--- config.mk ---
export PLATFORM = sky130hd
export DESIGN_NAME = ssw_supervisor
export DESIGN_NICKNAME = d
export VERILOG_FILES = /design/src/verilog/ssw_supervisor.v
export VERILOG_INCLUDE_DIRS = /design/src /design/src/verilog
export SDC_FILE = /design/constraint.sdc
export NUM_CORES = 1
export LEC_CHECK = 0
export ABC_AREA = 1
export BUFFER_PORTS_ARGS = -buffer_cell sky130_fd_sc_hd__buf_2
export CORE_ASPECT_RATIO = 1.25
export CORE_MARGIN = 4
export CORE_UTILIZATION = 53
export CTS_BUF_LIST = sky130_fd_sc_hd__clkbuf_4 sky130_fd_sc_hd__clkbuf_8
export DETAILED_ROUTE_END_ITERATION = 16
export GPL_ROUTABILITY_DRIVEN = 0
export HOLD_SLACK_MARGIN = 0.1
export PLACE_DENSITY = 0.68
export SETUP_SLACK_MARGIN = 0.05
export SYNTH_ARGS = -nofsm -noshare
export SYNTH_HDL_FRONTEND = slang
export SYNTH_SLANG_ARGS = --single-unit
--- constraint.sdc ---
create_clock -name clk -period 6.23 [get_ports clk]
set_input_delay 0.623 -clock clk [delete_from_list [all_inputs] [get_ports clk]]
set_output_delay 0.623 -clock clk [all_outputs]
set_load 0.02 [all_outputs]
--- src/verilog/ssw_consts.vh ---
`ifndef SSW_CONSTS_VH
`define SSW_CONSTS_VH
// clock period in ns (125 MHz)
`define SSW_CLK_NS 8
// timing figures in their own units
`define SSW_RESET_DELAY_MS 200
`define SSW_WD_TIMEOUT_MS 1600
`define SSW_WD_NS_PER_NF 2100000
`define SSW_PULSE_MS 1
`define SSW_LEAD_NS 70
`define SSW_CE_HOLD_US 15
`define SSW_MR_MIN_US 25
`define SSW_MR_PROP_US 7
`define SSW_STROBE_MIN_NS 100
// derived cycle counts
`define SSW_RESET_DELAY_CYC (`SSW_RESET_DELAY_MS * 1000000 / `SSW_CLK_NS)
`define SSW_WD_TIMEOUT_CYC (`SSW_WD_TIMEOUT_MS * 1000000 / `SSW_CLK_NS)
`define SSW_PULSE_CYC ((`SSW_PULSE_MS * 1000000 + `SSW_CLK_NS - 1) / `SSW_CLK_NS)
`define SSW_LEAD_CYC ((`SSW_LEAD_NS + `SSW_CLK_NS - 1) / `SSW_CLK_NS)
`define SSW_CE_HOLD_CYC (`SSW_CE_HOLD_US * 1000 / `SSW_CLK_NS)
`define SSW_MR_MIN_CYC ((`SSW_MR_MIN_US * 1000 + `SSW_CLK_NS - 1) / `SSW_CLK_NS)
`define SSW_MR_PROP_CYC (`SSW_MR_PROP_US * 1000 / `SSW_CLK_NS)
`define SSW_STROBE_MIN_CYC ((`SSW_STROBE_MIN_NS + `SSW_CLK_NS - 1) / `SSW_CLK_NS)
// strobe level codes
`define SSW_LVL_LOW 2'h0
`define SSW_LVL_HIGH 2'h1
`define SSW_LVL_MID 2'h2
`define SSW_CNT_W 32
`endif

--- src/verilog/ssw_supervisor.v ---
// Function
// - battery supplies output only when supply below reset and below battery.
// - battery indicator high on battery, low on main supply.
// - power-fail flag follows sense comparator; touches nothing else.
// - timeout 1.6 s internal, or 2.1 ms per nF with capacitor.
// - reset held while manual reset low, plus 200 ms after release.
// - early warning low when supply within 150 mV of reset threshold.
// - strobe has three levels; mid level disables watchdog, fault stays high.
// - strobe stuck past timeout drives fault low until next transition.
// - gated enable low only with enable low and supply ok; 15 us hold.
// - fault level forced high while reset asserted.
// - reset low under supply threshold, then 200 ms after recovery.
// - fault pulse low at least 1 ms, leading fault level by 70 ns.
// - manual reset of 25 us clears counters, outputs high, internal timeout.
// - reset asserts about 7 us after manual reset goes low.
// - strobe changes of 100 ns or more restart the watchdog timer.
// - under reset threshold watchdog off, strobe high-z, fault high.
// - battery switchover never alters reset timing.
// - battery mode forces power-fail low, ignores manual reset and select.
`timescale 1ns/1ns
`include "ssw_consts.vh"
module ssw_supervisor #(
  parameter [31:0] RESET_DELAY_CYC = `SSW_RESET_DELAY_CYC,
  parameter [31:0] WD_TIMEOUT_CYC = `SSW_WD_TIMEOUT_CYC,
  parameter [31:0] PULSE_CYC = `SSW_PULSE_CYC,
  parameter [31:0] CE_HOLD_CYC = `SSW_CE_HOLD_CYC,
  parameter [31:0] MR_MIN_CYC = `SSW_MR_MIN_CYC,
  parameter [31:0] MR_PROP_CYC = `SSW_MR_PROP_CYC
) (
  input wire clk, // 125 MHz clock
  input wire reset, // synchronous, active high
  input wire supply_below_reset, // main supply under reset threshold
  input wire supply_below_batt, // main supply under battery voltage
  input wire supply_low_line, // main supply within low-line margin
  input wire power_fail_sense_in, // high when sense above its threshold
  input wire manual_reset_in_n, // manual reset level, active low
  input wire timeout_select_in, // high: internal timeout; low: capacitor
  input wire [7:0] timing_cap_nf, // capacitor value in nF
  input wire [1:0] activity_strobe_in, // decoded strobe level
  input wire chip_enable_in_n, // memory enable from processor
  output reg battery_active_flag, // high while on battery
  output reg power_fail_flag_out, // low while sense below threshold
  output reg early_supply_warning_n, // low-line warning, active low
  output reg reset_out_n, // processor reset, active low
  output reg watchdog_fault_level_n, // watchdog fault level, active low
  output reg watchdog_fault_pulse_n, // watchdog fault pulse, active low
  output reg strobe_bias_en, // strobe input bias network connected
  output reg chip_enable_out_n // gated memory enable
);

  // ****************************************************
  // helpers
  // ****************************************************
  function [31:0] sat_inc;
    input [31:0] v;
    begin
      sat_inc = (v == 32'hFFFF_FFFF) ? v : v + 32'h0000_0001;
    end
  endfunction

  // cnt is the value before this edge; true on the edge that makes it lim
  function reached;
    input [31:0] cnt;
    input [31:0] lim;
    begin
      reached = (cnt + 32'h0000_0001 >= lim);
    end
  endfunction

  // capacitor timeout in cycles; done wide so 255 nF cannot overflow
  function [31:0] cap_to_cycles;
    input [7:0] nf;
    reg [39:0] wide;
    begin
      wide = ({32'h0000_0000, nf} * `SSW_WD_NS_PER_NF) / `SSW_CLK_NS;
      cap_to_cycles = wide[31:0];
    end
  endfunction

  // ****************************************************
  // fixed timing
  // ****************************************************
  // the 70 ns lead rounds up to whole cycles, so it is never shorter
  localparam [31:0] LEAD_CYC = `SSW_LEAD_CYC;
  // strobe levels shorter than this are glitches, not activity
  localparam [31:0] STROBE_MIN_CYC = `SSW_STROBE_MIN_CYC;

  // ****************************************************
  // supply source and comparators
  // ****************************************************
  wire on_batt = supply_below_reset & supply_below_batt;
  // manual reset counts only off battery
  wire mr_low = ~manual_reset_in_n & ~on_batt;

  always @(posedge clk) begin
    if (reset) begin
      battery_active_flag <= 1'b0;
      power_fail_flag_out <= 1'b0;
      early_supply_warning_n <= 1'b0;
      strobe_bias_en <= 1'b0;
    end else begin
      battery_active_flag <= on_batt;
      // comparator is independent of all else, but dead on battery
      power_fail_flag_out <= power_fail_sense_in & ~on_batt;
      early_supply_warning_n <= ~supply_low_line & ~supply_below_reset;
      strobe_bias_en <= ~supply_below_reset;
    end
  end

  // ****************************************************
  // manual reset filtering
  // ****************************************************
  reg [31:0] mr_cnt;
  reg mr_long;
  always @(posedge clk) begin
    if (reset) begin
      mr_cnt <= 32'h0000_0000;
      mr_long <= 1'b0;
    end else if (mr_low) begin
      mr_cnt <= sat_inc(mr_cnt);
      if (reached(mr_cnt, MR_MIN_CYC)) mr_long <= 1'b1;
    end else begin
      mr_cnt <= 32'h0000_0000;
      mr_long <= 1'b0;
    end
  end
  wire mr_assert = mr_low && (mr_cnt >= MR_PROP_CYC);

  // ****************************************************
  // reset generator
  // ****************************************************
  // battery state is not looked at here on purpose
  // any cause restarts the delay, so a bouncing button or a brown-out
  // that recovers briefly still yields one full-length reset
  wire rst_cause = supply_below_reset | mr_assert;
  reg [31:0] rst_cnt;
  always @(posedge clk) begin
    if (reset) begin
      rst_cnt <= 32'h0000_0000;
      reset_out_n <= 1'b0;
    end else if (rst_cause) begin
      rst_cnt <= 32'h0000_0000;
      reset_out_n <= 1'b0;
    end else if (!reset_out_n) begin
      rst_cnt <= sat_inc(rst_cnt);
      if (reached(rst_cnt, RESET_DELAY_CYC))
        reset_out_n <= 1'b1;
    end
  end

  // ****************************************************
  // watchdog
  // ****************************************************
  localparam [3:0] WD_IDLE = 4'h1;
  localparam [3:0] WD_RUN = 4'h2;
  localparam [3:0] WD_LEAD = 4'h4;
  localparam [3:0] WD_FAULT = 4'h8;

  reg [3:0] wd_state;
  reg [31:0] wd_cnt;
  reg [31:0] pulse_cnt;
  reg [1:0] last_lvl;
  reg [1:0] cand_lvl;
  reg [7:0] cand_cnt;
  reg use_cap;

  // ****************************************************
  // strobe qualifier
  // ****************************************************
  // a level change only counts once stable for the minimum duration
  // limitation: a pulse narrower than that is invisible to the watchdog
  wire lvl_valid = (activity_strobe_in != `SSW_LVL_MID);
  wire strobe_edge = lvl_valid && (activity_strobe_in == cand_lvl) &&
    (cand_lvl != last_lvl) &&
    reached({24'h00_0000, cand_cnt}, STROBE_MIN_CYC);
  wire [31:0] cap_cyc = cap_to_cycles(timing_cap_nf);
  wire [31:0] timeout = use_cap ? cap_cyc : WD_TIMEOUT_CYC;
  wire wd_off = !reset_out_n || supply_below_reset ||
    (activity_strobe_in == `SSW_LVL_MID) || mr_long;

  always @(posedge clk) begin
    if (reset) begin
      cand_lvl <= `SSW_LVL_MID;
      cand_cnt <= 8'h00;
    end else if (activity_strobe_in != cand_lvl) begin
      cand_lvl <= activity_strobe_in;
      cand_cnt <= 8'h00;
    end else if (cand_cnt != 8'hFF) begin
      cand_cnt <= cand_cnt + 8'h01;
    end
  end

  // ****************************************************
  // timeout select
  // ****************************************************
  // choice is frozen on battery, so a dying select pin cannot flip it
  always @(posedge clk) begin
    if (reset || mr_long) begin
      use_cap <= 1'b0;
    end else if (!on_batt && !strobe_bias_en) begin
      use_cap <= 1'b0;
    end else if (!on_batt) begin
      use_cap <= ~timeout_select_in;
    end
  end

  // ****************************************************
  // watchdog state machine
  // ****************************************************
  // pulse falls first and the level follows, so an outside flip-flop
  // clocked by the pulse samples the level while it is still high
  always @(posedge clk) begin
    if (reset || wd_off) begin
      wd_state <= WD_IDLE;
      wd_cnt <= 32'h0000_0000;
      pulse_cnt <= 32'h0000_0000;
      watchdog_fault_level_n <= 1'b1;
      watchdog_fault_pulse_n <= 1'b1;
      last_lvl <= lvl_valid ? activity_strobe_in : `SSW_LVL_MID;
    end else begin
      if (strobe_edge) last_lvl <= cand_lvl;
      if (watchdog_fault_pulse_n == 1'b0) begin
        pulse_cnt <= sat_inc(pulse_cnt);
        if (reached(pulse_cnt, PULSE_CYC))
          watchdog_fault_pulse_n <= 1'b1;
      end
      case (wd_state)
        WD_IDLE: begin
          wd_cnt <= 32'h0000_0000;
          wd_state <= WD_RUN;
        end
        WD_RUN: begin
          if (strobe_edge) begin
            wd_cnt <= 32'h0000_0000;
          end else if (reached(wd_cnt, timeout)) begin
            wd_cnt <= 32'h0000_0000;
            pulse_cnt <= 32'h0000_0000;
            watchdog_fault_pulse_n <= 1'b0;
            wd_state <= WD_LEAD;
          end else begin
            wd_cnt <= sat_inc(wd_cnt);
          end
        end
        WD_LEAD: begin
          wd_cnt <= sat_inc(wd_cnt);
          if (reached(wd_cnt, LEAD_CYC)) begin
            watchdog_fault_level_n <= 1'b0;
            wd_cnt <= 32'h0000_0000;
            wd_state <= WD_FAULT;
          end
        end
        WD_FAULT: begin
          if (strobe_edge) begin
            watchdog_fault_level_n <= 1'b1;
            wd_cnt <= 32'h0000_0000;
            wd_state <= WD_RUN;
          end else if (reached(wd_cnt, timeout)) begin
            // still stuck: pulse again so an outside latch sees a 2nd fault
            wd_cnt <= 32'h0000_0000;
            pulse_cnt <= 32'h0000_0000;
            watchdog_fault_pulse_n <= 1'b0;
          end else begin
            wd_cnt <= sat_inc(wd_cnt);
          end
        end
        default: wd_state <= WD_IDLE;
      endcase
    end
  end

  // ****************************************************
  // chip-enable gating
  // ****************************************************
  // a memory cycle already under way may finish, so a write is not cut
  // in half; a new cycle cannot start once reset or low supply is seen
  reg [31:0] ce_cnt;
  always @(posedge clk) begin
    if (reset) begin
      ce_cnt <= 32'h0000_0000;
      chip_enable_out_n <= 1'b1;
    end else if (mr_long || chip_enable_in_n) begin
      ce_cnt <= 32'h0000_0000;
      chip_enable_out_n <= 1'b1;
    end else if (reset_out_n && !supply_below_reset) begin
      ce_cnt <= 32'h0000_0000;
      chip_enable_out_n <= 1'b0;
    end else if (!chip_enable_out_n) begin
      // active cycle survives reset for at most the hold time
      ce_cnt <= sat_inc(ce_cnt);
      if (reached(ce_cnt, CE_HOLD_CYC))
        chip_enable_out_n <= 1'b1;
    end
  end

endmodule // ssw_supervisor
After elaboration in Yosys (flattened, before gate mapping)
Index checks and enable logic that the tools add are counted.
W data, S select, Z words.

storage, ports and cells
  flip-flop bits (word level) = 186
  bits in latches = 0
  memory bits (writable) = 0
  bits in read-only memories = 0
  bits of input ports = 19
  output and inout port bits = 8
  word-level logic and storage cells = 131
  memories kept = 0

operators by class
  $add $sub $neg = 7
  $mul = 1
  div/mod/pow operators = 0
  $lt $le $gt $ge = 8
  equality and inequality tests = 19
  shift-type cells = 0
  mux-type cells = 32
  bitwise operators = 15
  reduce and logical (&&, ||, !) cells = 30

operator list
  operator                 number
  $mux W32                 9
  $add A32 B1 Y32 const B  5
  $eq A32 B32 Y1 const B   5
  $pmux W32 S3             1
  $ge A32 B10 Y1 const B   1
  $ge A32 B11 Y1 const B   1
  $ge A32 B12 Y1 const B   1
  $ge A32 B17 Y1 const B   1
  $ge A32 B25 Y1 const B   1
  $ge A32 B28 Y1           1
  $ge A32 B4 Y1 const B    1
  $mux W28                 1
  $mul A8 B17 Y25 const B  1
  $mux W4                  4
  $pmux W4 S4              1
  $mux W1                  12
  $reduce_or A2 Y1         6
  $ne A2 B2 Y1 const B     5
  $not A1 Y1               10
  $add A8 B1 Y9 const B    1
  $ge A9 B4 Y1 const B     1
  $add A8 B1 Y8 const B    1
  $ne A8 B8 Y1 const B     1
  $logic_and A1 B1 Y1      6
  other kinds (19)         35

Logic depth before layout (Yosys ltp)
Gate-level depths: netlist of the first run.

  depth in word-level cells = 7
  mapped depth = 30
  depth with buffers taken out = 30

Worst setup path after synthesis of the first run
Ideal clock, no wire load.

  path kind = input to register
  start point = input timing_cap_nf[2]
  end point = register wd_cnt[18]
  setup time = 70 ps
  data arrival time = 4860 ps
  data required time = 6160 ps
  setup slack = 1300 ps
  stages on the path = 28
  buffers on the path = 2
  path through = ha_1 ha_1 fa_1 fa_1 ha_1 inv_1 o21ai_0 nand2_1 nand2_1 a21oi_1 nor2_1 nor2_1 o21bai_1 nand2_1 a21oi_1 nor3_1 ha_1 a21oi_1 o21ai_0 a21oi_1 nor2_1 nor2_1 nand2_1 o21ai_2 buf_6 buf_6 nand2_1 a21oi_1

between the ends
  cells in the longest elaborated chain, start to end = 6

ends and longest elaborated chain
  element                    line                                        RTL
  from (decl)                ssw_supervisor.v:38                         input wire [7:0] timing_cap_nf,
  $mul A8 B17 Y25 (no line)  --
  $mux W28                   ssw_supervisor.v:177                        wire [31:0] timeout = use_cap ? cap_cyc : WD_TIMEOUT_CYC;
  $ge A32 B28 Y1             ssw_supervisor.v:66                         reached = (cnt + 32'h0000_0001 >= lim);
  $mux W32                   ssw_supervisor.v:235, ssw_supervisor.v:257
  $mux W32                   ssw_supervisor.v:253                        if (strobe_edge) begin
  $pmux W32 S3               ssw_supervisor.v:227                        case (wd_state)
  to (signal assigned)       ssw_supervisor.v:241                        wd_cnt <= sat_inc(wd_cnt);
  to (signal assigned)       ssw_supervisor.v:245                        wd_cnt <= sat_inc(wd_cnt);
  to (signal assigned)       ssw_supervisor.v:263                        wd_cnt <= sat_inc(wd_cnt);
  to (decl)                  ssw_supervisor.v:160                        reg [31:0] wd_cnt;

Every way passes these cells.
A chain may end at the register's enable or synchronous reset.

Worst setup path after layout of the first run
  start point = input timing_cap_nf[2]
  end point = register wd_cnt[28]

The elaborated chain is that of the path after synthesis.

==> results of run 1 <==
critical path: stages:
cell and delay [ns]:
buf_2 0.13, ha_1 0.30, ha_1 0.30, fa_1 0.52, fa_1 0.49, ha_1 0.35, inv_1 0.05, o21ai_0 0.26
nand2_1 0.09, nand2_1 0.07, a21oi_1 0.07, nor2_1 0.14, nor2_1 0.06, o21bai_1 0.16, nand2_1 0.09, a21oi_1 0.13
nor3_1 0.06, ha_1 0.31, a21oi_1 0.14, o21ai_0 0.09, a21oi_1 0.15, nor2_1 0.06, nor2_1 0.08, nand2_1 0.12
o21ai_2 0.13, buf_4 0.32, nand2_1 0.17, a21oi_1 0.15
metrics by stage:
step	setup slack [ns]	hold WS [ns]
after floorplan	1.30	0.436
after global placement	0.641	0.445
after detailed placement	0.578	0.450
after CTS	1.10	0.260
after global routing	0.647	0.275
final	0.972	0.286
Yosys cell counts, drive strengths merged, types with 10 or more instances:
cell | number | share of area
inv | 251 | 0.072
xor2 | 87 | 0.058
nand2 | 543 | 0.16
nand3 | 91 | 0.035
ha | 78 | 0.074
o21ai | 104 | 0.040
nor4 | 20 | 0.010
nand4 | 50 | 0.024
nor2 | 250 | 0.074
a21oi | 148 | 0.056
xnor2 | 34 | 0.023
nor3 | 80 | 0.030
dfxtp | 184 | 0.28
clkbuf | 39 | 0.011
a211oi | 18 | 0.010
nand3b | 10 | 0.0057
logic make-up after synthesis:
logic type | synth area share
AO/OA/AOI/OAI | 0.116
buffers and inverters | 0.0876
flip-flops | 0.285
AND/OR/NAND/NOR | 0.343
multiplexers | 0.000761
XOR/XNOR | 0.0806
adder cells (fa/ha/maj) | 0.0879
cell type report:
| cell class | instances | area, um2 | area share |
|---|---|---|---|
| tap | 330 | 413 | 0.0296 |
| clock buffer | 23 | 298 | 0.0213 |
| clock inverter | 9 | 134 | 0.00959 |
| multi-input combinational | 1557 | 8260 | 0.591 |
| timing repair buffer | 31 | 168 | 0.0120 |
| inverter | 252 | 946 | 0.0678 |
| antenna | 1 | 2.50 | 0.000179 |
| sequential | 186 | 3740 | 0.268 |
where the power goes:
part,internal (mW),total [mW],switching (mW)
clock network,0.446,0.885,0.440
logic,0.0861,0.217,0.131
registers,1.19,1.20,0.00468
total,1.73,2.30,0.576
how the worst min path moves through the flow:
stage / end / start
detailed placement: pulse_cnt[31]$_SDFF_PN0_ / pulse_cnt[31]$_SDFF_PN0_
global placement: pulse_cnt[31]$_SDFF_PN0_ / pulse_cnt[31]$_SDFF_PN0_
finish: early_supply_warning_n$_SDFF_PP0_ / supply_low_line
global route: early_supply_warning_n$_SDFF_PP0_ / supply_low_line
floorplan: pulse_cnt[31]$_SDFF_PN0_ / pulse_cnt[31]$_SDFF_PN0_
CTS: early_supply_warning_n$_SDFF_PP0_ / supply_low_line
registers in the layout, summed over array words and instances (netlist names):
name and count:
mr_cnt 32, chip_enable_out_n 1, power_fail_flag_out 1, strobe_bias_en 1, battery_active_flag 1, wd_cnt 32
reset_out_n 1, pulse_cnt 32, rst_cnt 32, cand_lvl 2, watchdog_fault_level_n 1, wd_state 4
watchdog_fault_pulse_n 1, ce_cnt 32, early_supply_warning_n 1, cand_cnt 8, last_lvl 2, mr_long 1
use_cap 1
cells in the final DEF, fill, tap and decap left out, types with 3 or more instances in the layout:
master	instances
a211oi_1	18
a21oi_1	148
a31oi_1	3
and3_1	3
buf_2	26
buf_4	5
bufinv_16	3
clkbuf_4	3
clkbuf_8	20
dfxtp_1	184
fa_1	9
ha_1	78
inv_1	250
nand2_1	539
nand2_2	4
nand3_1	91
nand3b_1	10
nand4_1	50
nor2_1	243
nor2_2	4
nor2_4	3
nor3_1	80
nor3b_1	5
nor4_1	19
o21a_1	4
o21ai_0	101
o21bai_1	6
or2_2	6
xnor2_1	34
xor2_1	87
per-layer routing:
| metal | GRT usage | vias to the layer above | share of wire |
|---|---|---|---|
| met4 | 0.0868 | 2 | 0.027 |
| met2 | 0.422 | 286 | 0.48 |
| met5 | 0 | - | 0.00040 |
| met3 | 0.0386 | 71 | 0.041 |
| li1 | - | 6629 | - |
| met1 | 0.311 | 5738 | 0.45 |
==> flow_metrics.py, run 1 <==
metrics = {
    "power": {
        "fin_total_pwr_mw": 2.30,
        "power-per-cell-area_mw_per_mm2": 165,
        "ir_drop_uv": 159,
        "p_leak_nw": 5.73,
    },
    "setup_path": {
        "reg2reg_from": "rst_cnt[1]$_SDFFE_PP0P_",
        "worstRegToRegCells": 12,
        "crit_required_ns": 6.62,
        "cp.arrival_ns": 5.65,
        "reg2reg_slack_ns": 2.47,
        "rr_endpoint": "rst_cnt[5]$_SDFFE_PP0P_",
        "crit_start": "timing_cap_nf[2]",
        "crit_type": "in -> reg",
        "crit_fanout": 29,
        "cp-end-kind": "register",
        "cp-start-kind": "primary input",
        "crit_end": "wd_cnt[28]$_SDFFE_PN0P_",
    },
    "global_routing": {
        "grt_overflow": 0,
        "grt_max_degree": 42,
        "grt_pass1_wl_mm": 56.3,
        "grt_pass1_vias": 12123,
        "antenna_found_initial": 1,
        "track_usage": 0.245,
    },
    "drt": {
        "remaining_drc_errors": 0,
        "wl_per_cell_um": 13.8,
        "vias": 12726,
        "drtAntennaViolNets": 0,
        "drtIter0Drc": 782,
        "first_pass_iters": 5,
        "drt-vias-per-instance": 5.33,
        "routed_wl_mm": 32.9,
    },
    "placed_design": {
        "dpl_cell_area_mm2": 0.0135,
        "hpwl_mm": 25.3,
        "io_buffers": 26,
        "placedCellCount": 2356,
    },
    "timing": {
        "hold_violations": 0,
        "final_max_slew_viol_count": 0,
        "skew_ns": 0.0146,
        "rsz0062_at_grt": "no",
        "period_share": 0.844,
        "worstMarginPinSlew_ns": 1.20,
        "setup-tns-final_ns": 0,
        "relSlewSlack": 0.198,
        "setup_viol": 0,
        "period_minus_slack_ns": 5.26,
        "max_freq_mhz": 190,
    },
    "clock_network": {
        "clock_latency_ns": 0.48,
        "cts_htree_levels": 4,
        "cts_buffers": 17,
        "cts_resized": 0,
        "clockBufferDepth": 2,
        "postCtsSetupRepairBufs": 0,
        "clkSinkCount": 186,
        "clk_pin_slew_worst_paths_ns": 0.09,
        "cts_root_buffer": "clkbuf_8",
        "tritoncts": "yes",
        "holdBufCountCts": 0,
    },
    "run_status": {
        "status": "finished clean",
    },
    "logic_synthesis": {
        "yosys_warnings": 0,
        "syn_nets": 2149,
        "async_flop_share": 0,
        "syn_area_per_cell_um2": 6.44,
        "ys_ff_latch": 186,
        "ys_seq_area_frac": 0.285,
        "netlist_area_mm2": 0.0132,
        "synth_flop_cell": "dfxtp_1",
        "synth_cells": 2043,
        "synth_edf_count": 2,
        "yosys.cell_types.count": 41,
    },
    "job": {
        "drv_cap": 0,
    },
    "layout": {
        "fillerInstances": 2407,
        "fin_nets": 2151,
        "layout-drive-gt1-share": 0.0403,
        "finalNonFillerCells": 2389,
        "fin_util": 0.572,
        "syn2layout_area_growth_pct": 6.15,
        "fin_area_mm2": 0.0140,
    },
    "worst_hold_path": {
        "hold_path_class": "in -> reg",
        "holdPathStages": 2,
    },
    "floorplan": {
        "die_w_um": 149,
        "die_h_um": 184,
        "rows": 64,
        "start_util": 0.538,
        "dieArea_mm2": 0.0274,
        "io_pins": 27,
        "core_area_mm2": 0.0244,
    },
}
(Power assumes the default switching activity.)
==> inputs of run 2 (changes only) <==
--- a/config.mk
+++ b/config.mk
@@ -6,7 +6,7 @@
 export SDC_FILE = /design/constraint.sdc
 export NUM_CORES = 1
 export LEC_CHECK = 0
-export ABC_AREA = 1
+export ABC_AREA = 0
 export BUFFER_PORTS_ARGS = -buffer_cell sky130_fd_sc_hd__buf_2
 export CORE_ASPECT_RATIO = 1.25
 export CORE_MARGIN = 4
@@ -15,7 +15,7 @@
 export DETAILED_ROUTE_END_ITERATION = 16
 export GPL_ROUTABILITY_DRIVEN = 0
 export HOLD_SLACK_MARGIN = 0.1
-export PLACE_DENSITY = 0.68
+export PLACE_DENSITY = 0.71
 export SETUP_SLACK_MARGIN = 0.05
 export SYNTH_ARGS = -nofsm -noshare
 export SYNTH_HDL_FRONTEND = slang
==> constraint.sdc (replaced) <==
create_clock -name clk -period 4.5 [get_ports clk]
set_input_delay 0.45 -clock clk [delete_from_list [all_inputs] [get_ports clk]]
set_output_delay 0.45 -clock clk [all_outputs]
set_load 0.02 [all_outputs]
==> run 2 against run 1 <==
  * The run now ends with setup timing left
  * Sequential share of layout area is 0.56 points lower
  * Cell count fell by 18%
  * Clock power increased by 25%
  * Sequential power is 38% higher
  * Non-clock buffer count rose by 63
  * Area after synthesis is 3.5% lower
  * Largest cell class unchanged
  * Highest routed layer is now met4
==> flow_metrics.py, run 2 <==
metrics = {
    "run_status": {
        "status": "complete, but fails checks",
        "violations": "setup timing",
    },
    "timing": {
        "setup_ws_ns": -0.262,
        "skew_ns": 0.0163,
        "setup-tns-final_ns": -12.04,
        "final_max_slew_viol_count": 0,
        "hold_violations": 0,
        "relSlewSlack": 0.255,
        "period_minus_slack_ns": 4.76,
        "worstMarginPinSlew_ns": 1.12,
        "period_share": 1.06,
        "setup_viol": 67,
        "max_freq_mhz": 210,
        "rsz0062_at_grt": "yes",
        "hold_ws_ns": 0.195,
    },
    "drt": {
        "drt-met1-wl_mm": 13.1,
        "remaining_drc_errors": 0,
        "vias": 11750,
        "met2_length_mm": 15.1,
        "maxUsedRoutingLayer": "met4",
        "drt-vias-per-instance": 5.98,
        "wl_per_cell_um": 15.3,
        "drtIter0Drc": 747,
        "wl_met3_um": 920,
        "drtAntennaViolNets": 0,
        "first_pass_iters": 7,
        "routed_wl_mm": 30.0,
    },
    "global_routing": {
        "antenna_found_initial": 0,
        "grt_pass1_wl_mm": 51.3,
        "track_usage": 0.226,
        "grt_overflow": 0,
        "grt_pass1_vias": 11123,
        "grt_max_degree": 34,
    },
    "clock_network": {
        "clock_latency_ns": 0.49,
        "clkSinkCount": 186,
        "clockBufferDepth": 2,
        "cts_root_buffer": "clkbuf_8",
        "clk_pin_slew_worst_paths_ns": 0.10,
        "cts_htree_levels": 4,
        "tritoncts": "yes",
        "cts_buffers": 17,
    },
    "layout": {
        "n_antenna_cell": 0,
        "layout-drive-gt1-share": 0.131,
        "fillerInstances": 2167,
        "fin_area_mm2": 0.0143,
        "syn2layout_area_growth_pct": 12.3,
        "fin_nets": 1767,
        "fin_util": 0.603,
        "final_cell_mix": "nor2_1 (216), dfxtp_1 (184), nand2_1 (130)",
        "final_common_cell": "nor2_1",
    },
    "setup_path": {
        "crit_type": "in -> reg",
        "crit_required_ns": 4.89,
        "cp-start-kind": "primary input",
        "cp-end-kind": "register",
        "crit_fanout": 32,
        "cpPeakStageDelay_ns": 0.52,
        "crit_path_top_delay_cell": "fa_1",
        "cp.arrival_ns": 5.15,
    },
    "power": {
        "ir_drop_uv": 183,
        "p_leak_nw": 5.04,
        "power-per-cell-area_mw_per_mm2": 229,
        "fin_total_pwr_mw": 3.26,
    },
    "logic_synthesis": {
        "synth_mux_area_frac": 0.00729,
        "syn_area_per_cell_um2": 7.75,
        "synth_area_leaders": "dfxtp_1 (29%), ha_1 (7.7%), nor2_1 (6.4%)",
        "async_flop_share": 0,
        "ys_seq_area_frac": 0.295,
        "synth_xor_area_frac": 0.119,
        "yosys_warnings": 0,
        "synth_top_cell_area_share": 0.290,
        "synth-adder-area-share": 0.0911,
        "ys_ff_latch": 186,
        "synth_cells": 1639,
        "synth_top_family_by_area": "simple AND/OR/NAND/NOR gates",
        "yosysTopAreaCell": "dfxtp_1",
        "syn_nets": 1745,
        "synthSimpleGateAreaFrac": 0.294,
        "synth_most_common_cell": "nor2_1",
        "yosys.cell_types.count": 74,
        "netlist_area_mm2": 0.0127,
        "synth_compound_area_frac": 0.149,
        "synthTopCellsByCount": "nor2_1 (218), dfxtp_1 (184), nand2_1 (130), xnor2_1 (92), nand3_1 (85)",
        "synth_flop_cell": "dfxtp_1",
        "synth_edf_count": 2,
    },
    "worst_hold_path": {
        "hold_path_class": "in -> reg",
    },
    "placed_design": {
        "hpwl_mm": 21.2,
        "io_buffers": 26,
        "dpl_cell_area_mm2": 0.0134,
    },
    "floorplan": {
        "die_h_um": 181,
        "start_util": 0.537,
        "dieArea_mm2": 0.0265,
        "core_area_mm2": 0.0236,
        "die_w_um": 146,
        "rows": 63,
        "io_pins": 27,
    },
    "job": {
        "drv_cap": 0,
    },
}
==> run 2: final timing paths <==
check | to | cells past startpoint | slack, ns | from
worst max-delay path | pulse_cnt[31]$_SDFF_PN0_ | 25 | -0.26 | timing_cap_nf[2]
worst min register to register | use_cap$_SDFFE_PP0N_ | 2 | 0.50 | strobe_bias_en$_SDFF_PP0_
worst max register to register | wd_state[2]$_SDFFE_PN0P_ | 15 | 0.39 | wd_cnt[6]$_SDFFE_PN0P_
worst min-delay path | power_fail_flag_out$_SDFF_PP0_ | 2 | 0.20 | power_fail_sense_in
==> run 2: cell type report <==
class                   count  area (um2)  share of cell area
well taps                 292         365              0.0256
clock inverters            13         135             0.00948
repair buffers             94         773              0.0542
clock buffers              19         249              0.0175
flip-flops and latches    186        3740               0.263
inverters                  54         203              0.0142
multi-input cells        1308        8790               0.616
==> run 2: critical path, delay by kind of cell <==
family	cells	cell delay (ns)
AO/OA/AOI/OAI	13	1.92
adder cells (fa/ha/maj)	6	1.89
buffers and inverters	4	0.58
AND/OR/NAND/NOR	2	0.30
==> run 2: repair_timing <==
action	CTS	global route
setup endpoints to repair	67	67
endpoints found under the hold margin	1	0
cloned	3	0
resized for setup	50	16
hold buffers	1	0
buffers inserted	9	3
pin swaps	35	3
==> run 2: where the power goes <==
part | leakage, nW | internal, mW | switching [mW]
logic | 3.35 | 0.270 | 0.219
registers | 1.50 | 1.65 | 0.00524
clock network | 0.185 | 0.465 | 0.646
==> run 2: metal layers <==
metal / vias up / GRT usage
li1: 5906 / -
met1: 5559 / 0.270
met2: 217 / 0.399
met3: 68 / 0.0366
met4: 0 / 0.0964
met5: - / 0
==> run 2: kinds of logic after synthesis <==
family,Yosys count
flops,186
buf+inv,145
mux,9
xor+xnor,173
fa+ha+maj,87
compound gates,299
simple gates,740
==> run 2: per-stage QoR <==
stage / cells / worst slack [ns]
finish: 1966 / -0.262
global route: 1966 / -0.463
CTS: 1965 / -0.213
detailed placement: 1920 / -0.807
global placement: 1920 / -0.681
floorplan: 1639 / -0.366
